$ cat src/hdl/jrxla_map.svh
// Purpose: register offsets, field positions, reset values and timing counts
// Assumes: 12-bit byte address on the register port, 8-bit registers
// Notes: definitions only
`ifndef JRXLA_MAP_SVH
`define JRXLA_MAP_SVH

// ------------------------------------------------------------
// register offsets
// ------------------------------------------------------------
`define JRXLA_OFF_COARSE 12'h0B0
`define JRXLA_OFF_FINE 12'h0B1
`define JRXLA_OFF_ADJ_LO 12'h4A3
`define JRXLA_OFF_ADJ_HI 12'h4A4
`define JRXLA_OFF_SKEW 12'h4A5
`define JRXLA_OFF_SUBCLASS 12'h4AE

// ------------------------------------------------------------
// field positions and codes
// ------------------------------------------------------------
`define JRXLA_SUBCLASS_MSB 7
`define JRXLA_SUBCLASS_LSB 5
`define JRXLA_COARSE_MSB 4
`define JRXLA_SUBCLASS0 3'h0
`define JRXLA_SUBCLASS1 3'h1

// ------------------------------------------------------------
// reset values
// ------------------------------------------------------------
`define JRXLA_RST_COARSE 5'h00
`define JRXLA_RST_FINE 8'h00
`define JRXLA_RST_ADJ 16'h0000
`define JRXLA_RST_SKEW 8'h00
`define JRXLA_RST_SUBCLASS 3'h0

// ------------------------------------------------------------
// timing counts and widths
// ------------------------------------------------------------
`define JRXLA_FRAME_CYCLES 4
`define JRXLA_FRAMES_PER_MF 32
`define JRXLA_PHASE_W 16
`define JRXLA_DATA_W 64
`define JRXLA_SKEW_MAX 8'hFF

`endif

$ cat src/hdl/jrxla_pkg.sv
// Purpose: shared types of the receive boundary alignment block
// Assumes: constants come from jrxla_map.svh
// Notes: state structs are registered whole by their modules
`include "jrxla_map.svh"

package jrxla_pkg;

   typedef logic [11:0] jrxla_addr_t;
   typedef logic [7:0] jrxla_byte_t;

   // ------------------------------------------------------------
   // delay counter state
   // ------------------------------------------------------------
   typedef struct packed {
      logic busy;
      logic [15:0] cnt;
   } jrxla_dly_s;

   // ------------------------------------------------------------
   // top-level state
   // ------------------------------------------------------------
   typedef struct packed {
      logic [2:0] subclass;
      logic [4:0] coarse;
      logic [7:0] fine;
      logic [15:0] adj;
      logic [7:0] skew;
      logic [7:0] skew_cnt;
      logic skew_run;
      logic [`JRXLA_PHASE_W-1:0] phase;
      logic [7:0] rdata;
      logic [`JRXLA_DATA_W-1:0] sample;
      logic sample_valid;
   } jrxla_state_s;

endpackage : jrxla_pkg

$ cat src/hdl/jrxla_delay_counter.sv
// Purpose: one-shot delay, pulses done a programmed number of cycles after start
// Assumes: start and load value are synchronous to clk
// Notes: a zero load gives done in the start cycle; a new start restarts the count
`timescale 1ns/10ps

module jrxla_delay_counter (
   input wire logic core_clk,
   input wire logic reset,
   input wire logic start,
   input wire logic [15:0] load_val,
   output logic done
);
   import jrxla_pkg::*;

   jrxla_dly_s state_reg;
   jrxla_dly_s state_next;

   assign done = (start && (load_val == 16'h0000)) ||
                 (!start && state_reg.busy && (state_reg.cnt == 16'h0001));

   always_comb begin
      state_next = state_reg;
      if (start) begin
         state_next.busy = (load_val != 16'h0000);
         state_next.cnt = load_val;
      end else if (state_reg.busy) begin
         state_next.cnt = state_reg.cnt - 16'h0001;
         if (state_reg.cnt == 16'h0001) begin
            state_next.busy = 1'b0;
         end
      end
   end

   always_ff @(posedge core_clk) begin
      if (reset) begin
         state_reg <= '0;
      end else begin
         state_reg <= state_next;
      end
   end

endmodule // jrxla_delay_counter

$ cat src/hdl/jrxla_top.sv
// Purpose: deterministic-latency boundary alignment for the link receiver
// Assumes: core_clk serves as both converter clock and receiver sample clock
// Notes: registers are 8 bits at the byte offsets in jrxla_map.svh
`timescale 1ns/10ps
`include "jrxla_map.svh"

module jrxla_top #(
   parameter int FRAME_CYCLES = `JRXLA_FRAME_CYCLES,
   parameter int FRAMES_PER_MF = `JRXLA_FRAMES_PER_MF
) (
   input wire logic core_clk,
   input wire logic reset,
   input wire jrxla_pkg::jrxla_addr_t reg_addr,
   input wire jrxla_pkg::jrxla_byte_t reg_wdata,
   input wire logic reg_wr,
   input wire logic reg_rd,
   output jrxla_pkg::jrxla_byte_t reg_rdata,
   input wire logic sysref,
   input wire logic lane_boundary,
   input wire logic [`JRXLA_DATA_W-1:0] frame_data,
   input wire logic frame_valid,
   output logic local_boundary,
   output logic transport_boundary,
   output logic subclass_invalid,
   output logic [`JRXLA_DATA_W-1:0] sample_data,
   output logic sample_valid
);
   import jrxla_pkg::*;

   localparam logic [`JRXLA_PHASE_W-1:0] MF_LAST = `JRXLA_PHASE_W'(FRAME_CYCLES * FRAMES_PER_MF - 1);
   localparam logic [15:0] FRAME_LEN = 16'(FRAME_CYCLES);

   jrxla_state_s state_reg;
   jrxla_state_s state_next;

   // delay chain strobes
   logic sysref_take;
   logic fine_done;
   logic coarse_done;
   logic [15:0] coarse_cycles;

   // ------------------------------------------------------------
   // sysref to local boundary
   // ------------------------------------------------------------
   // invalid code check
   assign subclass_invalid = (state_reg.subclass != `JRXLA_SUBCLASS0) &&
                             (state_reg.subclass != `JRXLA_SUBCLASS1);
   // sysref used in subclass 1 only
   assign sysref_take = sysref && (state_reg.subclass == `JRXLA_SUBCLASS1);
   assign coarse_cycles = 16'(state_reg.coarse * FRAME_LEN);

   jrxla_delay_counter u_fine (
      .core_clk(core_clk),
      .reset(reset),
      .start(sysref_take),
      .load_val({8'h00, state_reg.fine}),
      .done(fine_done)
   );

   jrxla_delay_counter u_coarse (
      .core_clk(core_clk),
      .reset(reset),
      .start(fine_done),
      .load_val(coarse_cycles),
      .done(coarse_done)
   );

   // decoded from the registered phase, so it never glitches
   assign local_boundary = (state_reg.phase == '0);

   // ------------------------------------------------------------
   // transport boundary
   // ------------------------------------------------------------
   // transport boundary delay
   // a count of one multiframe or more restarts on each local boundary and never fires
   jrxla_delay_counter u_tpl (
      .core_clk(core_clk),
      .reset(reset),
      .start(local_boundary),
      .load_val(state_reg.adj),
      .done(transport_boundary)
   );

   // ------------------------------------------------------------
   // outputs
   // ------------------------------------------------------------
   assign reg_rdata = state_reg.rdata;
   assign sample_data = state_reg.sample;
   assign sample_valid = state_reg.sample_valid;

   // ------------------------------------------------------------
   // next state
   // ------------------------------------------------------------
   always_comb begin
      state_next = state_reg;
      state_next.rdata = 8'h00;

      // ------------------------------------------------------------
      // multiframe phase
      // ------------------------------------------------------------
      // local multiframe phase, realigned when the sysref delay expires
      if (coarse_done) begin
         state_next.phase = '0;
      end else if (state_reg.phase == MF_LAST) begin
         state_next.phase = '0;
      end else begin
         state_next.phase = state_reg.phase + 1'b1;
      end

      // ------------------------------------------------------------
      // boundary offset
      // ------------------------------------------------------------
      // offset measurement
      // saturates at JRXLA_SKEW_MAX so a late lane boundary reads as full scale, not a wrapped value
      if (local_boundary) begin
         state_next.skew_cnt = 8'h01;
         state_next.skew_run = 1'b1;
      end else if (state_reg.skew_run && state_reg.skew_cnt != `JRXLA_SKEW_MAX) begin
         state_next.skew_cnt = state_reg.skew_cnt + 8'h01;
      end
      if (lane_boundary) begin
         state_next.skew = local_boundary ? 8'h00 : state_reg.skew_cnt;
         state_next.skew_run = 1'b0;
      end

      // ------------------------------------------------------------
      // sample path
      // ------------------------------------------------------------
      // frame to sample transfer
      state_next.sample_valid = frame_valid;
      if (frame_valid) begin
         state_next.sample = frame_data;
      end

      // ------------------------------------------------------------
      // register writes
      // ------------------------------------------------------------
      // a write to the read-only offset falls to default and is dropped
      if (reg_wr) begin
         case (reg_addr)
            `JRXLA_OFF_SUBCLASS: begin
               state_next.subclass = reg_wdata[`JRXLA_SUBCLASS_MSB:`JRXLA_SUBCLASS_LSB];
            end
            `JRXLA_OFF_COARSE: begin
               state_next.coarse = reg_wdata[`JRXLA_COARSE_MSB:0];
            end
            `JRXLA_OFF_FINE: begin
               state_next.fine = reg_wdata;
            end
            `JRXLA_OFF_ADJ_LO: begin
               state_next.adj[7:0] = reg_wdata;
            end
            `JRXLA_OFF_ADJ_HI: begin
               state_next.adj[15:8] = reg_wdata;
            end
            default: begin
               state_next.adj = state_reg.adj;
            end
         endcase
      end

      // ------------------------------------------------------------
      // register reads
      // ------------------------------------------------------------
      // only the cycle after a read carries data; every other cycle reads zero
      if (reg_rd) begin
         case (reg_addr)
            `JRXLA_OFF_SUBCLASS: begin
               state_next.rdata = {state_reg.subclass, 5'h00};
            end
            `JRXLA_OFF_COARSE: begin
               state_next.rdata = {3'h0, state_reg.coarse};
            end
            `JRXLA_OFF_FINE: begin
               state_next.rdata = state_reg.fine;
            end
            `JRXLA_OFF_ADJ_LO: begin
               state_next.rdata = state_reg.adj[7:0];
            end
            `JRXLA_OFF_ADJ_HI: begin
               state_next.rdata = state_reg.adj[15:8];
            end
            `JRXLA_OFF_SKEW: begin
               state_next.rdata = state_reg.skew;
            end
            default: begin
               state_next.rdata = 8'h00;
            end
         endcase
      end
   end

   // ------------------------------------------------------------
   // state register
   // ------------------------------------------------------------
   always_ff @(posedge core_clk) begin
      if (reset) begin
         // phase restarts at zero, so a boundary pulse follows reset
         state_reg <= '0;
         state_reg.subclass <= `JRXLA_RST_SUBCLASS;
         state_reg.coarse <= `JRXLA_RST_COARSE;
         state_reg.fine <= `JRXLA_RST_FINE;
         state_reg.adj <= `JRXLA_RST_ADJ;
         state_reg.skew <= `JRXLA_RST_SKEW;
      end else begin
         state_reg <= state_next;
      end
   end

endmodule // jrxla_top

$ cat config.mk
export PLATFORM = sky130hd
export DESIGN_NAME = jrxla_top
export DESIGN_NICKNAME = d
export VERILOG_FILES = /design/src/hdl/jrxla_pkg.sv /design/src/hdl/jrxla_delay_counter.sv /design/src/hdl/jrxla_top.sv
export VERILOG_INCLUDE_DIRS = /design/src /design/src/hdl
export SDC_FILE = /design/constraint.sdc
export NUM_CORES = 1
export LEC_CHECK = 0
export BUFFER_PORTS_ARGS = -buffer_cell sky130_fd_sc_hd__buf_2
export CAP_MARGIN = 20
export CORE_UTILIZATION = 35
export CTS_BUF_LIST = sky130_fd_sc_hd__clkbuf_4 sky130_fd_sc_hd__clkbuf_8
export CTS_CLUSTER_DIAMETER = 150
export DETAILED_ROUTE_END_ITERATION = 6
export SLEW_MARGIN = 5
export SYNTH_ARGS = -nofsm -noshare
export SYNTH_HDL_FRONTEND = slang
export SYNTH_SLANG_ARGS = --single-unit
$ cat constraint.sdc
create_clock -name core_clk -period 3.2 [get_ports core_clk]
set_clock_uncertainty 0.1 [all_clocks]
set_input_delay 0.64 -clock core_clk [delete_from_list [all_inputs] [get_ports core_clk]]
set_output_delay 0.64 -clock core_clk [all_outputs]
set_load 0.02 [all_outputs]
==> results of run 1 <==
cell families after synthesis:
group                      after synthesis
and+or+nand+nor                        369
DFF                                    189
buffers and inverters                  136
AOI/OAI and AO/OA                      103
muxes                                   87
xor gates and xnor gates                57
adders and majority gates                9
critical path, delay by kind of cell, from the launching register on:
kind            cells  cell delay [ns]
simple gates        4             1.00
flops               1             0.37
buf+inv             3             0.34
compound gates      1             0.17
Yosys cell counts (3+ instances only):
cell type  number  area, um^2
buf_2           5        25.0
nand3_1        36         180
and4_1          4        35.0
a221oi_1        5        43.8
nor2b_1         3        18.8
a2111oi_0       3        26.3
or3_1           5        31.3
nand2b_1       11        68.8
and3_1          5        31.3
mux2i_1        82         821
xor2_1         25         219
nand4_1        10        62.6
a311oi_1        5        43.8
nor3b_1         4        30.0
xnor2_1        32         280
a22oi_1        11        82.6
buf_4          74         556
buf_1           8        30.0
nand4b_1        4        35.0
a21oi_1        38         190
dfxtp_1       189        3780
o21ai_0         5        25.0
nand2_1        47         176
nor4_1         17         106
clkbuf_1       35         131
inv_1          14        52.6
mux2_2          4        45.0
a211oi_1       23         173
ha_1            9         113
nor3_1         19        95.1
a22o_1          3        26.3
or4_1           7        52.6
nor4bb_1        3        30.0
or2_2           3        18.8
nor2_1        174         653
repair_timing:
action,in CTS,in global routing
setup endpoints to repair,2,2
hold buffers,0,0
setup buffers,2,3
pin swaps,2,5
resized for setup,3,11
power groups by stage:
stage                     sequential (uW)  clock, uW  combinational [uW]
after floorplan                      2530          0                 418
after global routing                 2500       1720                 604
after global placement               2540          0                 530
after CTS                            2490       1630                 546
after detailed placement             2540          0                 536
final                                2490       1570                 546
stage by stage:
| step | total power [uW] | utilization | setup slack (ns) | instances | hold slack (ns) |
|---|---|---|---|---|---|
| 2_1_floorplan | 2950 | - | 0.653 | 950 | 0.342 |
| 3_3_place_gp | 3070 | 0.387 | 0.222 | 1329 | 0.363 |
| 3_5_place_dp | 3080 | 0.387 | 0.200 | 1329 | 0.366 |
| 4_1_cts | 4670 | 0.405 | 0.0166 | 1363 | 0.266 |
| 5_1_grt | 4830 | 0.407 | 0.00563 | 1366 | 0.270 |
| 6_report | 4610 | 0.407 | 0.120 | 1366 | 0.298 |
worst paths after layout:
path	endpoint	slack (ns)	cells after the start
worst min register to register	state_reg[104]	0.39	2
worst max-delay path	transport_boundary	0.12	8
worst min-delay path	sample_data[2]	0.30	3
worst max register to register	u_tpl.state_reg[0]	0.88	7
layer usage:
layer  vias up  wire length [um]  share of wire  global-route usage
met5         -                 0              0                   0
met4         0               345          0.018              0.0540
met3        23               796          0.041              0.0386
met2       122              9260           0.48               0.249
met1      3028              8860           0.46               0.197
li1       3385                 -              -                   -
layout make-up:
type                    count  area (um^2)
inverters                  14         55.1
clock buffers              21          283
well taps                 319          399
repair buffers            187         1020
flip-flops and latches    189         3790
multi-input cells         625         4020
fillers                  2364        14100
clock inverters            11          108
==> qor.yml, run 1 <==
vias: 6558
layout_common_cells: "dfxtp_1, nor2_1, buf_2"
first_pass_iters: 4
grt_pass1_wl_um: 30300
htree_levels: 4
synthAdderAreaFrac: 0.0132
slew_headroom: 0.553
gp_congestion: 0.807
syn_nets: 1050
synthMuxAreaShare: 0.103
power_frac_comb: 0.119
largest_register_ffs: 65
ant_nets: 0
swShare: 0.271
synthXorXnorAreaFrac: 0.0583
dpl_cell_area_um2: 9200
async_reset_ff_frac: 0
synth_top_family_by_area: "simple AND/OR/NAND/NOR gates"
netlist_instances: 950
port_buffers: 166
grt_use_total: 0.153
cpMostUsedCell: "buf_6"
clock-sinks: 189
antenna_cells: 0
cts_max_path_buffers: 2
grt_overflow: 0
crit_type: "register to output port"
syn_area_um2: 8560
cp_max_fo: 5
row_count: 56
synth_cell_type_count: 57
cpPeakStageDelay_ns: 0.55
clk_latency_ns: 0.47
wire_per_inst_um: 14.1
critPathLaunchType: "register"
synth_edf_count: 0
crit_path_start: "state_reg[82]"
hp-class: "input pin to register"
viasPerCell: 4.80
fp.dieW_um: 158
ys_ff_latch: 189
cts_tree: "yes"
p_leak_uw: 0.00413
slew_violations: 0
fin_crit_ns: 3.08
r2r-start: "state_reg[82]"
period_share: 0.962
hold_path.startpoint: "frame_data[2]"
ys_seq_area_frac: 0.442
seq_power_share: 0.540
drc_errors: 0
coreArea_um2: 23800
hold_viol_final: 0
antenna_found_initial: 0
layout-drive-gt1-share: 0.232
die_area_um2: 25100
chipHeight_um: 158
rsz0062_at_grt: "no"
grt_pass1_vias: 6018
critPathSlowestCell: "or4_4"
synth-compound-area-share: 0.0813
dp_hpwl_um: 13600
fmax_ghz: 0.325
grt_max_degree: 56
fin_tns_setup_ns: 0
final_area_um2: 9670
drt-total-wl_um: 19300
clkPwrFrac: 0.341
syn_area_per_cell_um2: 9.01
syn2layout_area_growth_pct: 13.0
switchingPower_uw: 1250
crit_arrival_ns: 2.34
status: "finished clean"
cts_root_buffer: "clkbuf_8"
yosys_warnings: 0
clk_pin_slew_ns: 0.10
crit_chain: "or4_4 -> nor4_4 -> nand4b_1 -> buf_6 -> inv_4 -> nor3_1 -> a21o_1 -> buf_6"
worstPathRequired_ns: 2.46
endpoint_kind: "output port"
power.density_nw_per_um2: 476
io_pins: 167
cts_made_buffers: 17
peakVddDrop_mv: 0.241
synthFlopType: "dfxtp_1"
cap_violations: 0
nets: 1134
worstMarginPinSlew_ns: 0.664
final_common_cell: "dfxtp_1"
p_int_uw: 3360
synth-simple-area-share: 0.210
drtIter0Drc: 380
finalSetupViolCount: 0
initial_utilization: 0.360
(Power assumes the default switching activity.)
==> run 2: changes to the inputs <==
- CTS_BUF_LIST: sky130_fd_sc_hd__clkbuf_4 sky130_fd_sc_hd__clkbuf_8 -> not set
- RECOVER_POWER: not set -> 25
==> qor.yml, run 2 (synthesized netlist as in run 1, its figures left out) <==
multiInputGateArea_um2: 4020  # unchanged
htree_levels: 4  # unchanged
cap_violations: 1  # +1
fin_cells: 1363  # -0.22%
critPathSlowestCell: "or4_4"
drt-total-wl_um: 19200  # -0.38%
fin_tns_setup_ns: 0  # unchanged
ant_nets: 0  # unchanged
hold_path.startpoint: "frame_data[2]"
period_share: 0.952  # -0.00991
cts_tree: "yes"
grt_pass1_vias: 6023  # +0.083%
layout-drive-gt1-share: 0.225  # -0.00700
worst_slack_ns: 0.152  # +0.0317 ns
antenna_cells: 0  # unchanged
cp.depth: 8  # unchanged
status: "finished with violations"
fin_crit_ns: 3.05  # -0.0317 ns
crit_arrival_ns: 2.31  # -0.03 ns
gp_congestion: 0.807  # unchanged
fp.dieW_um: 158  # unchanged
viasPerCell: 4.84  # +0.77%
violations: "max-capacitance violations, max-slew violations"
grt_overflow: 0  # unchanged
hp-class: "input pin to register"
layout_common_cells: "dfxtp_1, nor2_1, buf_2"
port_buffers: 166  # unchanged
final_common_cell: "dfxtp_1"
grt_use_total: 0.154  # +0.000244
crit_type: "register to output port"
critPathLaunchType: "register"
syn2layout_area_growth_pct: 14.7
post-place-ws_ns: 0.200  # unchanged
finalSetupViolCount: 0  # unchanged
largest_register_ffs: 65  # unchanged
endpoint_kind: "output port"
drtIter0Drc: 393  # +3.4%
cpLargestDelayFamily: "simple AND/OR/NAND/NOR gates"
row_count: 56  # unchanged
slew_headroom: -0.611  # -1.16
dp_cells: 1329  # unchanged
cts_root_buffer: "clkbuf_16"
clk_latency_ns: 0.43  # -0.04 ns
holdPathStages: 3  # unchanged
vias: 6594  # +0.55%
seq_area_um2: 3780  # -0.20%
peakVddDrop_mv: 0.315  # +31%
cts_max_path_buffers: 2  # unchanged
nets: 1131  # -0.26%
cts_made_buffers: 17  # unchanged
rsz0062_at_grt: "no"
first_pass_iters: 5  # +1
drc_errors: 0  # unchanged
coreArea_um2: 23800  # unchanged
r2r-start: "u_fine.state_reg[2]"
regToRegSetupSlack_ns: 0.91  # +0.03 ns
crit_chain: "or4_4 -> nor4_4 -> nand4b_1 -> buf_4 -> inv_1 -> nor3_1 -> a21o_1 -> buf_2"
nFillCells: 2350  # -0.59%
reg2reg_to: "state_reg[73]"
p_leak_uw: 0.00420  # +1.5%
antenna_found_initial: 0  # unchanged
clk_pin_slew_ns: 0.07  # -0.03 ns
power.density_nw_per_um2: 522  # +9.6%
r2r_cells: 6  # -1
worstPathRequired_ns: 2.46  # about the same
cp.buffers_inverters: 3  # unchanged
wire_per_inst_um: 14.1  # -0.16%
grt_max_degree: 56  # unchanged
io_pins: 167  # unchanged
fmax_ghz: 0.328  # +1.0%
initial_utilization: 0.360  # unchanged
clock-sinks: 189  # unchanged
worstMarginPinSlew_ns: 2.42  # +1.75 ns
cpPeakStageDelay_ns: 0.57  # +0.02 ns
slew_violations: 34  # +34
die_area_um2: 25100  # unchanged
grt_pass1_wl_um: 30400  # +0.39%
cp_max_fo: 4  # -1
hold_path_end: "sample_data[2]"
dp_hpwl_um: 13600  # unchanged
chipHeight_um: 158  # unchanged
hold_viol_final: 0  # unchanged
[run 2: changes by cell type in the layout (fill, tap and decap cells not counted), sizes merged]
cell / before / now
buf: 187 / 183
clkbuf: 21 / 22
[run 2: area by class of cell]
class | count | area share
clock inverters | 11 | 0.0110
clock buffers | 21 | 0.0479
repair buffers | 184 | 0.0998
well taps | 319 | 0.0407
multi-input cells | 625 | 0.410
inverters | 14 | 0.00535
flip-flops and latches | 189 | 0.385
[run 2: per-layer routing]
layer / wire length (um) / track usage
met3: 709 / 0.0386
met4: 333 / 0.0495
met2: 9250 / 0.251
met5: 0 / 0
met1: 8900 / 0.198
[run 2: worst max path at each step]
stage	startpoint	end	slack, ns
after detailed placement	state_reg[85]	transport_boundary	0.20
after floorplan	state_reg[85]	transport_boundary	0.65
after global routing	state_reg[85]	transport_boundary	0.04
after CTS	state_reg[85]	transport_boundary	0.004
final	state_reg[85]	transport_boundary	0.15
after global placement	state_reg[85]	transport_boundary	0.22
[run 2: metrics by stage]
step	cell area (um^2)	hold WS (ns)	total power (uW)	utilization
6_report	9820	0.341	5120	0.413
5_1_grt	9820	0.331	5340	0.413
4_1_cts	9810	0.327	5180	0.413
3_5_place_dp	9200	0.366	3080	0.387
3_3_place_gp	9200	0.363	3070	0.387
2_1_floorplan	8560	0.342	2950	-
[run 2: repair_timing]
| action | CTS | global route |
|---|---|---|
| hold endpoints to repair | 0 | 0 |
| hold buffers | 0 | 0 |
| buffers inserted | 2 | 0 |
| setup endpoints to repair | 2 | 2 |
| gates resized for setup | 3 | 2 |
| pin swaps | 1 | 1 |
[run 2: worst reg2reg max path: cells and delay by family, from the launching register on]
family | cells | cell delay, ns
AO/OA/AOI/OAI | 1 | 0.25
multiplexers | 1 | 0.22
flip-flops | 1 | 0.36
buffers and inverters | 1 | 0.21
AND/OR/NAND/NOR | 3 | 1.07
[run 2: power by group]
part           switching [uW]  internal (uW)
combinational             315            229
clock                     942           1150
sequential               57.4           2430
total                    1310           3810
==> run 3: changes to the inputs <==
--- a/config.mk
+++ b/config.mk
@@ -10,5 +10,6 @@
 export CAP_MARGIN = 20
-export CORE_UTILIZATION = 35
+export CORE_UTILIZATION = 55
 export CTS_CLUSTER_DIAMETER = 150
 export DETAILED_ROUTE_END_ITERATION = 6
+export PLACE_DENSITY = 0.8
 export RECOVER_POWER = 25
--- a/constraint.sdc
+++ b/constraint.sdc
@@ -4,2 +4,2 @@
 set_output_delay 0.64 -clock core_clk [all_outputs]
-set_load 0.02 [all_outputs]
+set_load 0.1 [all_outputs]
==> qor.yml, run 3 (synthesized netlist as in run 1, its figures left out) <==
slew_violations: 84  # +150%
drt-total-wl_um: 18500  # -3.6%
htree_levels: 4  # unchanged
hp-class: "input pin to register"
fin_tns_setup_ns: 0  # unchanged
clock-sinks: 189  # unchanged
first_pass_iters: 5  # unchanged
period_share: 0.958  # +0.00577
dp_hpwl_um: 13000  # -3.8%
finalSetupViolCount: 0  # unchanged
clk_latency_ns: 0.43  # about the same
r2r_cells: 6  # unchanged
ant_nets: 0  # unchanged
clk_pin_slew_ns: 0.07  # about the same
fmax_ghz: 0.326  # -0.60%
die_area_um2: 16100  # -36%
fin_crit_ns: 3.07  # +0.0185 ns
hold_viol_final: 0  # unchanged
worstMarginPinSlew_ns: 2.25  # -0.168 ns
crit_arrival_ns: 2.33  # +0.02 ns
viasPerCell: 5.54  # +14%
layout_common_cells: "dfxtp_1, nor2_1, buf_2"
row_count: 45  # -20%
reg2reg_to: "state_reg[73]"
antenna_found_initial: 0  # unchanged
nets: 1132  # +0.088%
fp.dieW_um: 127  # -20%
holdPathStages: 3  # unchanged
layout-drive-gt1-share: 0.223  # -0.00213
syn2layout_area_growth_pct: 13.3
slew_headroom: -0.500  # +0.112
critPathLaunchType: "register"
largest_register_ffs: 65  # unchanged
cp_max_fo: 4  # unchanged
crit_type: "register to output port"
drc_errors: 0  # unchanged
worstPathRequired_ns: 2.46  # about the same
grt_max_degree: 87  # +55%
regToRegSetupSlack_ns: 0.71  # -0.20 ns
coreArea_um2: 15200  # -36%
wire_per_inst_um: 15.0  # +6.6%
r2r-start: "u_fine.state_reg[2]"
grt_pass1_vias: 6218  # +3.2%
status: "finished with violations"
hold_path.startpoint: "frame_data[59]"
crit_path_start: "state_reg[85]"
cts_root_buffer: "clkbuf_16"
hold_buffers: 0  # unchanged
violations: "max-capacitance violations, max-slew violations"
nFillCells: 1221  # -48%
grt_overflow: 0  # unchanged
grt_use_total: 0.228  # +0.0747
final_common_cell: "dfxtp_1"
rsz0062_at_grt: "no"
chipHeight_um: 127  # -20%
drtIter0Drc: 491  # +25%
peakVddDrop_mv: 0.640  # +100%
cts_made_buffers: 17  # unchanged
cts_max_path_buffers: 2  # unchanged
p_leak_uw: 0.00421  # +0.23%
post-route-util: 0.638  # +0.225
grt_pass1_wl_um: 29500  # -2.8%
cts_tree: "yes"
initial_utilization: 0.563  # +0.203
antenna_cells: 0  # unchanged
vias: 6828  # +3.5%
gp_congestion: 0.837  # +3.7%
hold_path_end: "sample_data[59]"
io_pins: 167  # unchanged
power.density_nw_per_um2: 565  # +8.3%
cap_violations: 2  # +1
endpoint_kind: "output port"
port_buffers: 166  # unchanged
## run 3: worst max-delay path by stage
stage,endpoint,slack [ns],depth (start not counted)
6_report,transport_boundary,0.13,7
5_1_grt,transport_boundary,0.02,7
4_1_cts,transport_boundary,0.005,7
3_5_place_dp,transport_boundary,0.20,6
3_3_place_gp,transport_boundary,0.29,6
2_1_floorplan,transport_boundary,0.19,5
## run 3: where the power goes
group | switching (uW) | internal, uW | total [uW]
clock network | 908 | 1200 | 2110
registers | 60.1 | 2430 | 2490
logic | 636 | 241 | 876
total | 1600 | 3880 | 5480
## run 3: metal layers
layer  GRT usage  routed length, um  vias to the layer above
met4      0.0994                482                        0
met5           0                  0                        -
li1            -                  -                     3391
met3      0.0426                790                       43
met2       0.389               9070                      191
met1       0.283               8160                     3203
## run 3: per-stage QoR
stage                     worst slack, ns  power [uW]  instances  cell area, um^2  hold slack (ns)
after floorplan                     0.188        3270        950             8560            0.342
after detailed placement            0.198        3400       1199             9070            0.359
after global placement              0.292        3390       1199             9070            0.356
final                               0.134        5480       1233             9700            0.349
after global routing               0.0198        5670       1233             9700            0.331
after CTS                         0.00461        5510       1233             9690            0.334
## run 3: worst max-delay path, stage by stage (launching register included)
cell      delay [ns]
dfxtp_1         0.34
or4_4           0.55
nor4_4          0.17
nand4b_1        0.14
buf_6           0.16
nor3_4          0.20
a21o_1          0.15
buf_12          0.18
## run 3: repair_timing
action,4_1_cts,5_1_grt
hold endpoints to repair,0,0
cloned,0,0
pin swaps,1,2
setup buffers,2,0
setup endpoints to repair,2,2
resized for setup,2,4
## run 3: final cells by class
class	count	area, um^2	area share
multi-input cells	625	4020	0.415
flip-flops and latches	189	3780	0.390
repair buffers	185	1010	0.104
clock buffers	21	460	0.0475
well taps	188	235	0.0243
clock inverters	11	131	0.0135
inverters	14	52.6	0.00542
